[config.mk]
export PLATFORM = sky130hd
export DESIGN_NAME = gpcc_top
export DESIGN_NICKNAME = d
export VERILOG_FILES = /design/src/gpcc_top.v /design/src/gpcc_spi_rx.v
export VERILOG_INCLUDE_DIRS = /design/src
export SDC_FILE = /design/constraint.sdc
export NUM_CORES = 1
export LEC_CHECK = 0
export BUFFER_PORTS_ARGS = -buffer_cell sky130_fd_sc_hd__buf_4
export CORE_ASPECT_RATIO = 0.5
export CORE_UTILIZATION = 59
export DETAILED_ROUTE_END_ITERATION = 8
export PLACE_DENSITY = 0.84
export SLEW_MARGIN = 20
export SYNTH_ARGS = -nofsm -noshare
export SYNTH_HDL_FRONTEND = slang
export SYNTH_SLANG_ARGS = --single-unit
[constraint.sdc]
create_clock -name clk -period 2.15 [get_ports clk]
set_input_delay 0.1075 -clock clk [delete_from_list [all_inputs] [get_ports clk]]
set_output_delay 0.1075 -clock clk [all_outputs]
set_load 0.02 [all_outputs]
[src/gpcc_map.vh]
// offsets, field positions, reset values and frame bit counts of the gate pre-driver command block
// assumes 16-bit command words, address in the top five bits
`ifndef GPCC_MAP_VH
`define GPCC_MAP_VH

`define GPCC_WORD_W 16
`define GPCC_ADDR_HI 15
`define GPCC_ADDR_LO 11
`define GPCC_ADDR_GATE 5'h09
`define GPCC_ADDR_PIN_EN 5'h0a
`define GPCC_ADDR_COMBINE 5'h0b
`define GPCC_ADDR_CH1_FD 5'h0c

`define GPCC_GATE_LO 0
`define GPCC_GATE_HI 5
`define GPCC_MEAS_LO 6
`define GPCC_MEAS_HI 9
`define GPCC_CTL_LO 6
`define GPCC_CTL_HI 8
`define GPCC_FD_LO 0
`define GPCC_FD_HI 9

`define GPCC_RST_GATE 6'h00
`define GPCC_RST_MEAS 4'h0
`define GPCC_RST_PIN_DIS 6'h00
`define GPCC_RST_AND 6'h00
`define GPCC_RST_CTL 3'h0
`define GPCC_RST_FD 10'h000
`define GPCC_RST_WORD 16'h0000

`define GPCC_MIN_BITS 8'h10
`define GPCC_BIT_CNT_W 8
`define GPCC_BIT_CNT_MAX 8'hff

`endif

[src/gpcc_top.v]
// gate pre-driver command block: decodes serial commands into six gate outputs
// and a load measurement multiplexer select
// assumes the internal pulse controller sits outside and supplies one pulse per channel
//
// Overview of operation
// - on/off bits 0..5 drive gate outputs one..six in order.
// - a one turns the gate on; a zero actively pulls it to ground.
// - bits 6..9 of the on/off word form the measurement select code.
// - a selected pair is released for measurement; other outputs run as set.
// - codes 0001..0110 select pairs one-two, three-four, five-six, each twice; odd codes put the lower on current source, even codes the upper.
// - codes 1010..1110 put sense two..six on current source, sense one on amplifier.
// - codes 0000, 0111, 1000, 1001, 1111 mean normal operation, no pair.
// - pin enable bits 0..5 gate input pins; zero enables, one disables.
// - after reset every pulse input pin is enabled.
// - a disabled pin ignores its combine bit; on/off bit or controller drives.
// - with pin enabled, combine bit zero ORs, one ANDs pin with on/off bit.
// - address bits 15..11 pick the command; bit ten is ignored.
// - bits 6..8 enable controller channels 1..3 (pin enable) and 4..6 (combine).
// - priority: measurement, then an enabled pin with combine one (AND with on/off bit, controller ignored), else on/off, controller or OR pin, else off.
// - reset turns outputs off, enables pins with OR, disables the controller.
// - in default mode outputs follow only their pins; registers are kept.
// - a 16-bit word framed by chip select acts at chip select rising.
`timescale 1ns/1ps
`include "gpcc_map.vh"

module gpcc_top (
    // clock and reset
    input wire clk,
    input wire arst_n,
    // serial command pins
    input wire sclk,
    input wire si,
    input wire cs_n,
    output wire so_out,
    output wire so_oe_n,
    // mode pin
    input wire default_mode,
    // pulse width input pins, bit n for pulse_input_pin_n
    input wire [5:0] pulse_input_pin_n,
    // pulses from the internal pulse controller, one per channel
    input wire [5:0] ctl_pulse,
    // gate outputs, bit n for gate_output_n
    output reg [5:0] gate_output_n_q,
    output reg [5:0] gate_pulldown_q,
    // measurement multiplexer: sense input to current source and to amplifier plus
    output reg [5:0] meas_to_source_q,
    output reg [5:0] meas_to_amp_q,
    // settings handed to the internal pulse controller
    output reg [5:0] ctl_enable_q,
    output reg [9:0] ch1_freq_duty_q
);
    reg [5:0] gate_on_q;
    reg [3:0] meas_sel_q;
    reg [5:0] pin_dis_q;
    reg [5:0] and_sel_q;
    reg [2:0] ctl_lo_q;
    reg [2:0] ctl_hi_q;
    reg [9:0] fd_q;
    reg [15:0] last_word_q;

    reg [1:0] dflt_s_q;

    wire word_valid;
    wire [15:0] word;
    wire [4:0] word_addr;
    wire [5:0] pin_now;
    wire [5:0] pulse_now;
    wire [5:0] drive_d;
    wire [5:0] pair_mask;
    wire [5:0] src_d;
    wire [5:0] amp_d;
    wire [5:0] pull_d;
    wire wr_gate;
    wire wr_pin_en;
    wire wr_combine;
    wire wr_fd;

    gpcc_spi_rx u_rx (
        .clk(clk),
        .arst_n(arst_n),
        .sclk(sclk),
        .si(si),
        .cs_n(cs_n),
        .so_q(so_out),
        .so_oe_n_q(so_oe_n),
        .resp_word(last_word_q),
        .word_valid_q(word_valid),
        .word_q(word)
    );

    // sense input routed to the current source for a select code, one-hot
    function [5:0] meas_source;
        input [3:0] code;
        begin
            case (code)
                4'h1: meas_source = 6'h01;
                4'h2: meas_source = 6'h02;
                4'h3: meas_source = 6'h04;
                4'h4: meas_source = 6'h08;
                4'h5: meas_source = 6'h10;
                4'h6: meas_source = 6'h20;
                4'ha: meas_source = 6'h02;
                4'hb: meas_source = 6'h04;
                4'hc: meas_source = 6'h08;
                4'hd: meas_source = 6'h10;
                4'he: meas_source = 6'h20;
                default: meas_source = 6'h00;
            endcase
        end
    endfunction

    // sense input routed to the amplifier plus input for a select code, one-hot
    function [5:0] meas_amp;
        input [3:0] code;
        begin
            case (code)
                4'h1: meas_amp = 6'h02;
                4'h2: meas_amp = 6'h01;
                4'h3: meas_amp = 6'h08;
                4'h4: meas_amp = 6'h04;
                4'h5: meas_amp = 6'h20;
                4'h6: meas_amp = 6'h10;
                4'ha: meas_amp = 6'h01;
                4'hb: meas_amp = 6'h01;
                4'hc: meas_amp = 6'h01;
                4'hd: meas_amp = 6'h01;
                4'he: meas_amp = 6'h01;
                default: meas_amp = 6'h00;
            endcase
        end
    endfunction

    // the released pair is exactly the two sense inputs in use
    assign src_d = meas_source(meas_sel_q);
    assign amp_d = meas_amp(meas_sel_q);
    assign pair_mask = src_d | amp_d;

    // bit ten sits between address and payload and is never looked at
    assign word_addr = word[`GPCC_ADDR_HI:`GPCC_ADDR_LO];

    // address match against one command code
    function addr_hit;
        input [4:0] addr;
        input [4:0] code;
        begin
            addr_hit = (addr == code);
        end
    endfunction

    // one strobe per command register; an unknown address raises none of them
    assign wr_gate = word_valid & addr_hit(word_addr, `GPCC_ADDR_GATE);
    assign wr_pin_en = word_valid & addr_hit(word_addr, `GPCC_ADDR_PIN_EN);
    assign wr_combine = word_valid & addr_hit(word_addr, `GPCC_ADDR_COMBINE);
    assign wr_fd = word_valid & addr_hit(word_addr, `GPCC_ADDR_CH1_FD);

    // any accepted word, whatever its address, becomes the next echo
    always @(posedge clk or negedge arst_n) begin
        if (!arst_n) begin
            last_word_q <= `GPCC_RST_WORD;
        end else if (word_valid) begin
            last_word_q <= word;
        end
    end

    // registers are kept in default mode; only the outputs change source
    always @(posedge clk or negedge arst_n) begin
        if (!arst_n) begin
            gate_on_q <= `GPCC_RST_GATE;
            meas_sel_q <= `GPCC_RST_MEAS;
        end else if (wr_gate) begin
            gate_on_q <= word[`GPCC_GATE_HI:`GPCC_GATE_LO];
            meas_sel_q <= word[`GPCC_MEAS_HI:`GPCC_MEAS_LO];
        end
    end

    always @(posedge clk or negedge arst_n) begin
        if (!arst_n) begin
            pin_dis_q <= `GPCC_RST_PIN_DIS;
            ctl_lo_q <= `GPCC_RST_CTL;
        end else if (wr_pin_en) begin
            pin_dis_q <= word[`GPCC_GATE_HI:`GPCC_GATE_LO];
            ctl_lo_q <= word[`GPCC_CTL_HI:`GPCC_CTL_LO];
        end
    end

    always @(posedge clk or negedge arst_n) begin
        if (!arst_n) begin
            and_sel_q <= `GPCC_RST_AND;
            ctl_hi_q <= `GPCC_RST_CTL;
        end else if (wr_combine) begin
            and_sel_q <= word[`GPCC_GATE_HI:`GPCC_GATE_LO];
            ctl_hi_q <= word[`GPCC_CTL_HI:`GPCC_CTL_LO];
        end
    end

    // frequency and duty coding is out of scope here; the field is only handed on
    always @(posedge clk or negedge arst_n) begin
        if (!arst_n) begin
            fd_q <= `GPCC_RST_FD;
        end else if (wr_fd) begin
            fd_q <= word[`GPCC_FD_HI:`GPCC_FD_LO];
        end
    end

    // mode pin is asynchronous to clk
    always @(posedge clk or negedge arst_n) begin
        if (!arst_n) begin
            dflt_s_q <= 2'h0;
        end else begin
            dflt_s_q <= {dflt_s_q[0], default_mode};
        end
    end

    // per-output resolve: {drive, pull to ground}; both low releases the output
    function [1:0] gate_resolve;
        input in_pair;
        input dflt;
        input pin_used;
        input and_sel;
        input on_bit;
        input pin;
        input ctl_on;
        reg drive_on;
        begin
            drive_on = 1'b0;
            if (dflt) begin
                drive_on = pin;
            end else if (pin_used && and_sel) begin
                // an AND with a low pin holds the output off even against the on/off bit
                drive_on = on_bit & pin;
            end else if (pin_used) begin
                drive_on = on_bit | pin | ctl_on;
            end else begin
                drive_on = on_bit | ctl_on;
            end
            if (in_pair && !dflt) begin
                // released pair: neither driven nor pulled down
                gate_resolve = 2'b00;
            end else begin
                gate_resolve = {drive_on, ~drive_on};
            end
        end
    endfunction

    genvar i;
    generate
        // pins and controller pulses may change at any moment, so both are synchronised
        for (i = 0; i < 6; i = i + 1) begin : g_sync
            reg [1:0] pin_s_q;
            reg [1:0] ctl_s_q;

            always @(posedge clk or negedge arst_n) begin
                if (!arst_n) begin
                    pin_s_q <= 2'h0;
                    ctl_s_q <= 2'h0;
                end else begin
                    pin_s_q <= {pin_s_q[0], pulse_input_pin_n[i]};
                    ctl_s_q <= {ctl_s_q[0], ctl_pulse[i]};
                end
            end

            assign pin_now[i] = pin_s_q[1];
            assign pulse_now[i] = ctl_s_q[1];
        end

        for (i = 0; i < 6; i = i + 1) begin : g_ch
            wire ctl_on;

            assign ctl_on = ctl_enable_q[i] & pulse_now[i];
            assign {drive_d[i], pull_d[i]} = gate_resolve(pair_mask[i], dflt_s_q[1],
                ~pin_dis_q[i], and_sel_q[i], gate_on_q[i], pin_now[i], ctl_on);
        end
    endgenerate

    // settings for the pulse controller follow the registers one clock later
    always @(posedge clk or negedge arst_n) begin
        if (!arst_n) begin
            ctl_enable_q <= 6'h00;
            ch1_freq_duty_q <= `GPCC_RST_FD;
        end else begin
            ctl_enable_q <= {ctl_hi_q, ctl_lo_q};
            ch1_freq_duty_q <= fd_q;
        end
    end

    // outputs are registered so the gate pins never see decode glitches
    always @(posedge clk or negedge arst_n) begin
        if (!arst_n) begin
            gate_output_n_q <= 6'h00;
            gate_pulldown_q <= 6'h3f;
            meas_to_source_q <= 6'h00;
            meas_to_amp_q <= 6'h00;
        end else begin
            gate_output_n_q <= drive_d;
            gate_pulldown_q <= pull_d;
            if (dflt_s_q[1]) begin
                // default mode leaves measurement idle; pins alone drive the gates
                meas_to_source_q <= 6'h00;
                meas_to_amp_q <= 6'h00;
            end else begin
                meas_to_source_q <= src_d;
                meas_to_amp_q <= amp_d;
            end
        end
    end
endmodule

[src/gpcc_spi_rx.v]
// serial frame receiver: shifts command bits in, echoes bits out, checks the clock count
// assumes sclk, si and cs_n are asynchronous pins and sclk is well below clk/4
`timescale 1ns/1ps
`include "gpcc_map.vh"

module gpcc_spi_rx (
    // clock and reset
    input wire clk,
    input wire arst_n,
    // serial pins
    input wire sclk,
    input wire si,
    input wire cs_n,
    output reg so_q,
    output reg so_oe_n_q,
    // word loaded into the shifter at the start of a frame
    input wire [15:0] resp_word,
    // accepted command word
    output reg word_valid_q,
    output reg [15:0] word_q
);
    localparam ST_IDLE = 2'b01;
    localparam ST_SHIFT = 2'b10;

    reg [2:0] sclk_s_q;
    reg [1:0] si_s_q;
    reg [2:0] cs_s_q;
    reg [1:0] state_q;
    reg [15:0] sh_q;
    reg [7:0] cnt_q;
    wire sclk_rise;
    wire sclk_fall;
    wire cs_fall;
    wire cs_rise;
    wire frame_ok;

    assign sclk_rise = sclk_s_q[1] & ~sclk_s_q[2];
    assign sclk_fall = ~sclk_s_q[1] & sclk_s_q[2];
    assign cs_fall = ~cs_s_q[1] & cs_s_q[2];
    assign cs_rise = cs_s_q[1] & ~cs_s_q[2];
    // 16 clocks plus any multiple of 8; a saturated count is never a multiple of 8
    assign frame_ok = (cnt_q >= `GPCC_MIN_BITS) && (cnt_q[2:0] == 3'h0);

    always @(posedge clk or negedge arst_n) begin
        if (!arst_n) begin
            sclk_s_q <= 3'h0;
            si_s_q <= 2'h0;
            cs_s_q <= 3'h7;
        end else begin
            sclk_s_q <= {sclk_s_q[1:0], sclk};
            si_s_q <= {si_s_q[0], si};
            cs_s_q <= {cs_s_q[1:0], cs_n};
        end
    end

    always @(posedge clk or negedge arst_n) begin
        if (!arst_n) begin
            state_q <= ST_IDLE;
            sh_q <= `GPCC_RST_WORD;
            cnt_q <= 8'h00;
            so_q <= 1'b0;
            so_oe_n_q <= 1'b1;
            word_valid_q <= 1'b0;
            word_q <= `GPCC_RST_WORD;
        end else begin
            word_valid_q <= 1'b0;
            case (state_q)
                ST_IDLE: begin
                    if (cs_fall) begin
                        state_q <= ST_SHIFT;
                        sh_q <= resp_word;
                        so_q <= resp_word[15];
                        so_oe_n_q <= 1'b0;
                        cnt_q <= 8'h00;
                    end
                end
                ST_SHIFT: begin
                    if (cs_rise) begin
                        // the word acts only when chip select rises
                        state_q <= ST_IDLE;
                        so_oe_n_q <= 1'b1;
                        if (frame_ok) begin
                            word_valid_q <= 1'b1;
                            word_q <= sh_q;
                        end
                    end else if (sclk_rise) begin
                        sh_q <= {sh_q[14:0], si_s_q[1]};
                        if (cnt_q != `GPCC_BIT_CNT_MAX) begin
                            cnt_q <= cnt_q + 8'h01;
                        end
                    end else if (sclk_fall) begin
                        so_q <= sh_q[15];
                    end
                end
                default: begin
                    state_q <= ST_IDLE;
                    so_oe_n_q <= 1'b1;
                end
            endcase
        end
    end
endmodule

After elaboration in Yosys (flattened, before gate mapping). Memory sizes are Yosys's and may differ from the RTL's. Cells that the tools add are included. Widths: inputs -> output; s select.

Bitwise gates (word level): 55. Reduce and logical (&&, ||, !) cells: 21. $add $sub $neg: 1. Muxes and demuxes: 49. Equal/unequal tests: 14. $lt $le $gt $ge: 1.

Operator list (count): $mux 16 (3); $mux 8 (4); $pmux 16 s2 (1); $mux 1 (27); $and 1x1->1 (20); $eq 5x4->1 const B (4); $or 1x1->1 (18); $mux 2 (8); $not 1->1 (16); $pmux 8 s2 (1); $logic_and 1x1->1 (13); $mux 6 (2); $ne 2x1->1 const B (5); $reduce_and 5->1 (2); $add 8x1->8 const B (1); $ge 8x5->1 const B (1); $ne 8x8->1 const B (1); $or 6x6->6 (1); $ne 2x2->1 const B (2); $pmux 1 s2 (2); $pmux 2 s2 (1); $reduce_and 4->1 (1); $logic_not 3->1 (1); $reduce_and 3->1 (1); 5 further kinds (5).

Flip-flop bits (word level): 173. Memory bits (read-only): 192. Output and inout bits: 42. Input port bits: 18. Memories kept: 2.

Memory list: (no name shown) (words 16, width 6, rd ports 1, clocked after Yosys merged registers in 0, wr ports 0, RTL line gpcc_top.v:116) `case (code)`; (no name shown) (words 16, width 6, rd ports 1, clocked after Yosys merged registers in 0, wr ports 0, RTL line gpcc_top.v:95) `case (code)`.

Longest topological paths before layout.
Depth after elaboration: 7. Gate-level depth with buffers: 7.

Cells and area by module. A second synthesis with hierarchy kept.

Cell total of the unflattened synthesis: 456. Area, all modules: 6545.0 um^2.

By module, submodules not included: gpcc_top (cells each 269, area each 4237.8 um^2, instances 1, sequential area each 2985.4 um^2); gpcc_spi_rx (cells each 187, area each 2307.2 um^2, instances 1, sequential area each 1306.3 um^2).

Worst setup path before layout. OpenSTA, ideal clock, no wires.

Path kind: register to register. From: register u_rx.state_q[0]. To: register u_rx.cnt_q[6]. Buffers on the path: 1. Arrival: 1907 ps. Setup slack: 119 ps. Period minus slack after synthesis: 2031 ps. Data required time: 2027 ps. Cell stages (with the launch flop): 8. Cells stage by stage: dfstp_2 -> inv_1 -> ha_1 -> and3b_1 -> a211o_1 -> a21oi_2 -> buf_4 -> a21oi_1.

Longest elaborated chain between the ends: 3. Elaborated cells between the ends (all ways): 9. Those cells by class: 6 x eq/ne; 1 x mux; 2 x reduce/logical.

Ends and longest elaborated chain: from (decl) (RTL line gpcc_spi_rx.v:28) `reg [1:0] state_q;`; from (signal assigned) (RTL line gpcc_spi_rx.v:58) `state_q <= ST_IDLE;`; from (signal assigned) (RTL line gpcc_spi_rx.v:70) `state_q <= ST_SHIFT;`; from (signal assigned) (RTL line gpcc_spi_rx.v:80) `state_q <= ST_IDLE;`; $eq 2x2->1 or $eq 2x1->1 (tied branches) (RTL line gpcc_spi_rx.v:67) `case (state_q)`; $ne 2x1->1 (no source line), or another cell as far along; $reduce_and 5->1 (no source line); to (signal assigned) (RTL line gpcc_spi_rx.v:89) `cnt_q <= cnt_q + 8'h01;`; to (decl) (RTL line gpcc_spi_rx.v:30) `reg [7:0] cnt_q;`.

Parallel ways exist; a longest one is shown, timed or not. A chain may end at the register's enable or synchronous reset.

Worst setup path in the final report.
From: register u_rx.state_q[0]. To: register u_rx.sh_q[15].

Longest elaborated chain between the ends: 3. Elaborated cells between the ends (all ways): 8. Those cells by class: 5 x eq/ne; 1 x mux; 2 x reduce/logical.

Ends and longest elaborated chain: $eq 2x2->1 or $eq 2x1->1 (tied branches) (RTL line gpcc_spi_rx.v:67); $ne 2x1->1 (no source line), or another cell as far along; $reduce_and 4->1 (no source line); to (signal assigned) (RTL line gpcc_spi_rx.v:59) `` sh_q <= `GPCC_RST_WORD; ``; to (signal assigned) (RTL line gpcc_spi_rx.v:71) `sh_q <= resp_word;`; to (signal assigned) (RTL line gpcc_spi_rx.v:87) `sh_q <= {sh_q[14:0], si_s_q[1]};`; to (decl) (RTL line gpcc_spi_rx.v:29) `reg [15:0] sh_q;`.

Parallel ways exist; a longest one is shown, timed or not.

==> results.md <==
* Maximum vdd ir drop at 0.000601 V
* Fin nets at 582
* Initial core utilization at 0.627
* GRT Total Usage at 0.261
* Syn Std Cell Area at 6580 sq um
* DR vias at 4,126
* Full die area at 11,600 sq um
* GP Congestion at 0.822
* Core Area at 10,500 sq um
* First-pass GRT wire length at 22,200 um
* Final Max Tran Viols at 0
* Worst slew pin tran at 634 ps
* Synth top area cells: dfrtp_1, mux2_2, dfstp_2
* ANT nets after route at 0
* CTS tree: built
* Crit-path max FO at 10
* Top post-synthesis cells by count: dfrtp_1, mux2_2, a21oi_1
* H-tree depth at 4
* Wirelength per Cell at 19.1 um
* Drt pass-1 iters at 5
* Hold slack final at 205 ps
* Crit path arrival time at 2340 ps
* Vias in the first global route at 4,258
* Antenna violations before repair at 1
* Final setup violation count at 0
* Drt first-iter violations at 216
* Post-synth net total at 489
* Post-synth EDFFs at 0
* Post-layout util at 0.759
* Syn. warnings at 0
* Final WL at 13,700 um
* Startpoint Class: register
* Syn Area/Cell at 14.1 sq um
* Status: completed
* Max-cap violations at 0
* Port Buffers at 59
* Reg clk slew, reported paths at 60 ps
* Worst Setup End Kind: register
* Die Wd at 151 um
* Area growth syn-to-layout at 21.1%
* Layout cells sized above 1 at 0.339
* HPWL after DPL at 8020 um
* Final worst path period need at 2030 ps
* CP Data Required Time at 2450 ps
* Clk_skew at 12.8 ps
* Tcrit/Tclk final at 0.946
* Yosys reg bits at 171
* Dominant cell by count in the synthesized netlist: dfrtp_1
* Gr ovfl total at 0
* Hold WC Path Type: in2async
* Critical path class: reg2reg
* Post-synthesis cell count at 467
* Fin. Hold Viols at 0
* Fmax at 0.492 GHz
* Commonest register cell after synthesis: dfrtp_1
* Top cell type's share of synthesized area at 0.612
* Yosys cell types at 48
* Largest net degree at the start of global routing at 63
* I/O Pins at 60
* Seq/Total Area, Yosys at 0.652
* Die Y at 76.7 um
* Post-CTS setup buffers at 0
* CTS Buf Count at 17
* Async SR Flop Fraction at 1.00
* Lkg Pwr at 4.01 nW
* Dpl cells at 664
* Headroom to the max-slew limit at 0.572
* Row Count at 26
* Post-DR vias/cell at 5.78
* Path depth of the worst reg2reg path at 7
* Post-route insts no fill at 714
* Clk sink count at 171
* Max clock buf depth at 2
* DR DRC count at 0
* Latest clock arrival within the worst-skew pair at 430 ps
* Yosys top cell by area: dfrtp_1
* Power Dens Cells at 959 nW/um^2
* Root Buffer: clkbuf_16
cells by family after synthesis:
| group | share of synthesized area |
|---|---|
| multiplexers | 0.150 |
| flip-flops | 0.652 |
| AND/OR/NAND/NOR | 0.0665 |
| adder cells (fa/ha/maj) | 0.00760 |
| buffers and inverters | 0.0241 |
| AO/OA/AOI/OAI | 0.100 |
power breakdown:
| group | switching, W | leakage, nW | internal (W) | total [W] |
|---|---|---|---|---|
| Sequential | 0.000170 | 2.24 | 0.00346 | 0.00363 |
| Clock | 0.00129 | 0.263 | 0.00158 | 0.00287 |
| Combinational | 0.000690 | 1.50 | 0.000448 | 0.00114 |
| Total | 0.00215 | 4.01 | 0.00549 | 0.00765 |
cell type report:
class                   count  area, sq um
repair buffers             91          742
inverters                  15         56.3
diodes                      1         2.50
clock buffers              20          467
well taps                 140          175
clock inverters            12         90.1
multi-input cells         264         2150
flip-flops and latches    171         4290
fillers                   593         2530
worst max-delay path: stages, from the launching register on:
cell and delay [ps]:
dfstp_2 550, inv_1 50, ha_1 190, and3b_1 240, a211o_1 400, a21oi_2 170
buf_4 200, a31oi_1 100
state kept, by name, summed over array words and instances (netlist names), 4 cells and up:
signal and count:
meas_sel_q 4, gate_pulldown_q 6, fd_q 10, g_sync.pin_s_q 12, and_sel_q 6, meas_to_amp_q 6
pin_dis_q 6, ctl_enable_q 6, u_rx.word_q 16, ch1_freq_duty_q 10, last_word_q 16, u_rx.cnt_q 8
u_rx.sh_q 16, g_sync.ctl_s_q 12, gate_on_q 6, meas_to_source_q 5, gate_output_n_q 6
metrics by stage:
stage	area, sq um	setup TNS, ps	worst slack (ps)	power [W]
4_1_cts	7960	0	26.1	0.00764
6_report	7970	0	116	0.00765
3_3_place_gp	7230	0	136	0.00467
3_5_place_dp	7230	0	69.6	0.00475
2_1_floorplan	6580	0	119	0.00433
5_1_grt	7970	-7.41	-2.39	0.00798
cell usage in the layout (no fill, tap or decap), types with 9 or more instances in the layout:
cell	instances
a21oi_1	40
dlygate4sd3_1	17
a21o_1	15
nand2_1	11
mux2_2	60
inv_1	15
clkbuf_16	17
o21bai_1	14
mux2i_1	16
dfstp_2	10
dfrtp_1	161
nor2_1	9
buf_4	72
mux2_4	10
final timing paths:
check	from	endpoint	slack (ps)
worst max-delay path	u_rx.state_q[0]$_DFFE_PN1P_	u_rx.sh_q[15]$_DFFE_PN0P_	120
worst min-delay path	arst_n	u_rx.cnt_q[1]$_DFFE_PN0P_	210
worst max register to register	u_rx.state_q[0]$_DFFE_PN1P_	u_rx.sh_q[15]$_DFFE_PN0P_	120
worst min register to register	u_rx.sclk_s_q[0]$_DFF_PN0_	u_rx.sclk_s_q[1]$_DFF_PN0_	350
max in group asynchronous	arst_n	gate_pulldown_q[0]$_DFF_PN1_	1170
min in group clk	cs_n	u_rx.cs_s_q[0]$_DFF_PN1_	320
layer usage:
metal	wire (um)	up-vias	track usage
li1	-	1868	-
met1	5990	2133	0.348
met2	6860	106	0.417
met3	604	19	0.0548
met4	201	0	0.117
met5	0	-	0
timing repair:
| action | CTS | global route |
|---|---|---|
| endpoints found under the setup margin | 0 | 19 |
| gates resized for setup | 0 | 2 |
| hold buffers | 17 | 0 |
| endpoints found under the hold margin | 66 | 0 |
Note: power is estimated with default switching activity, not from simulation.
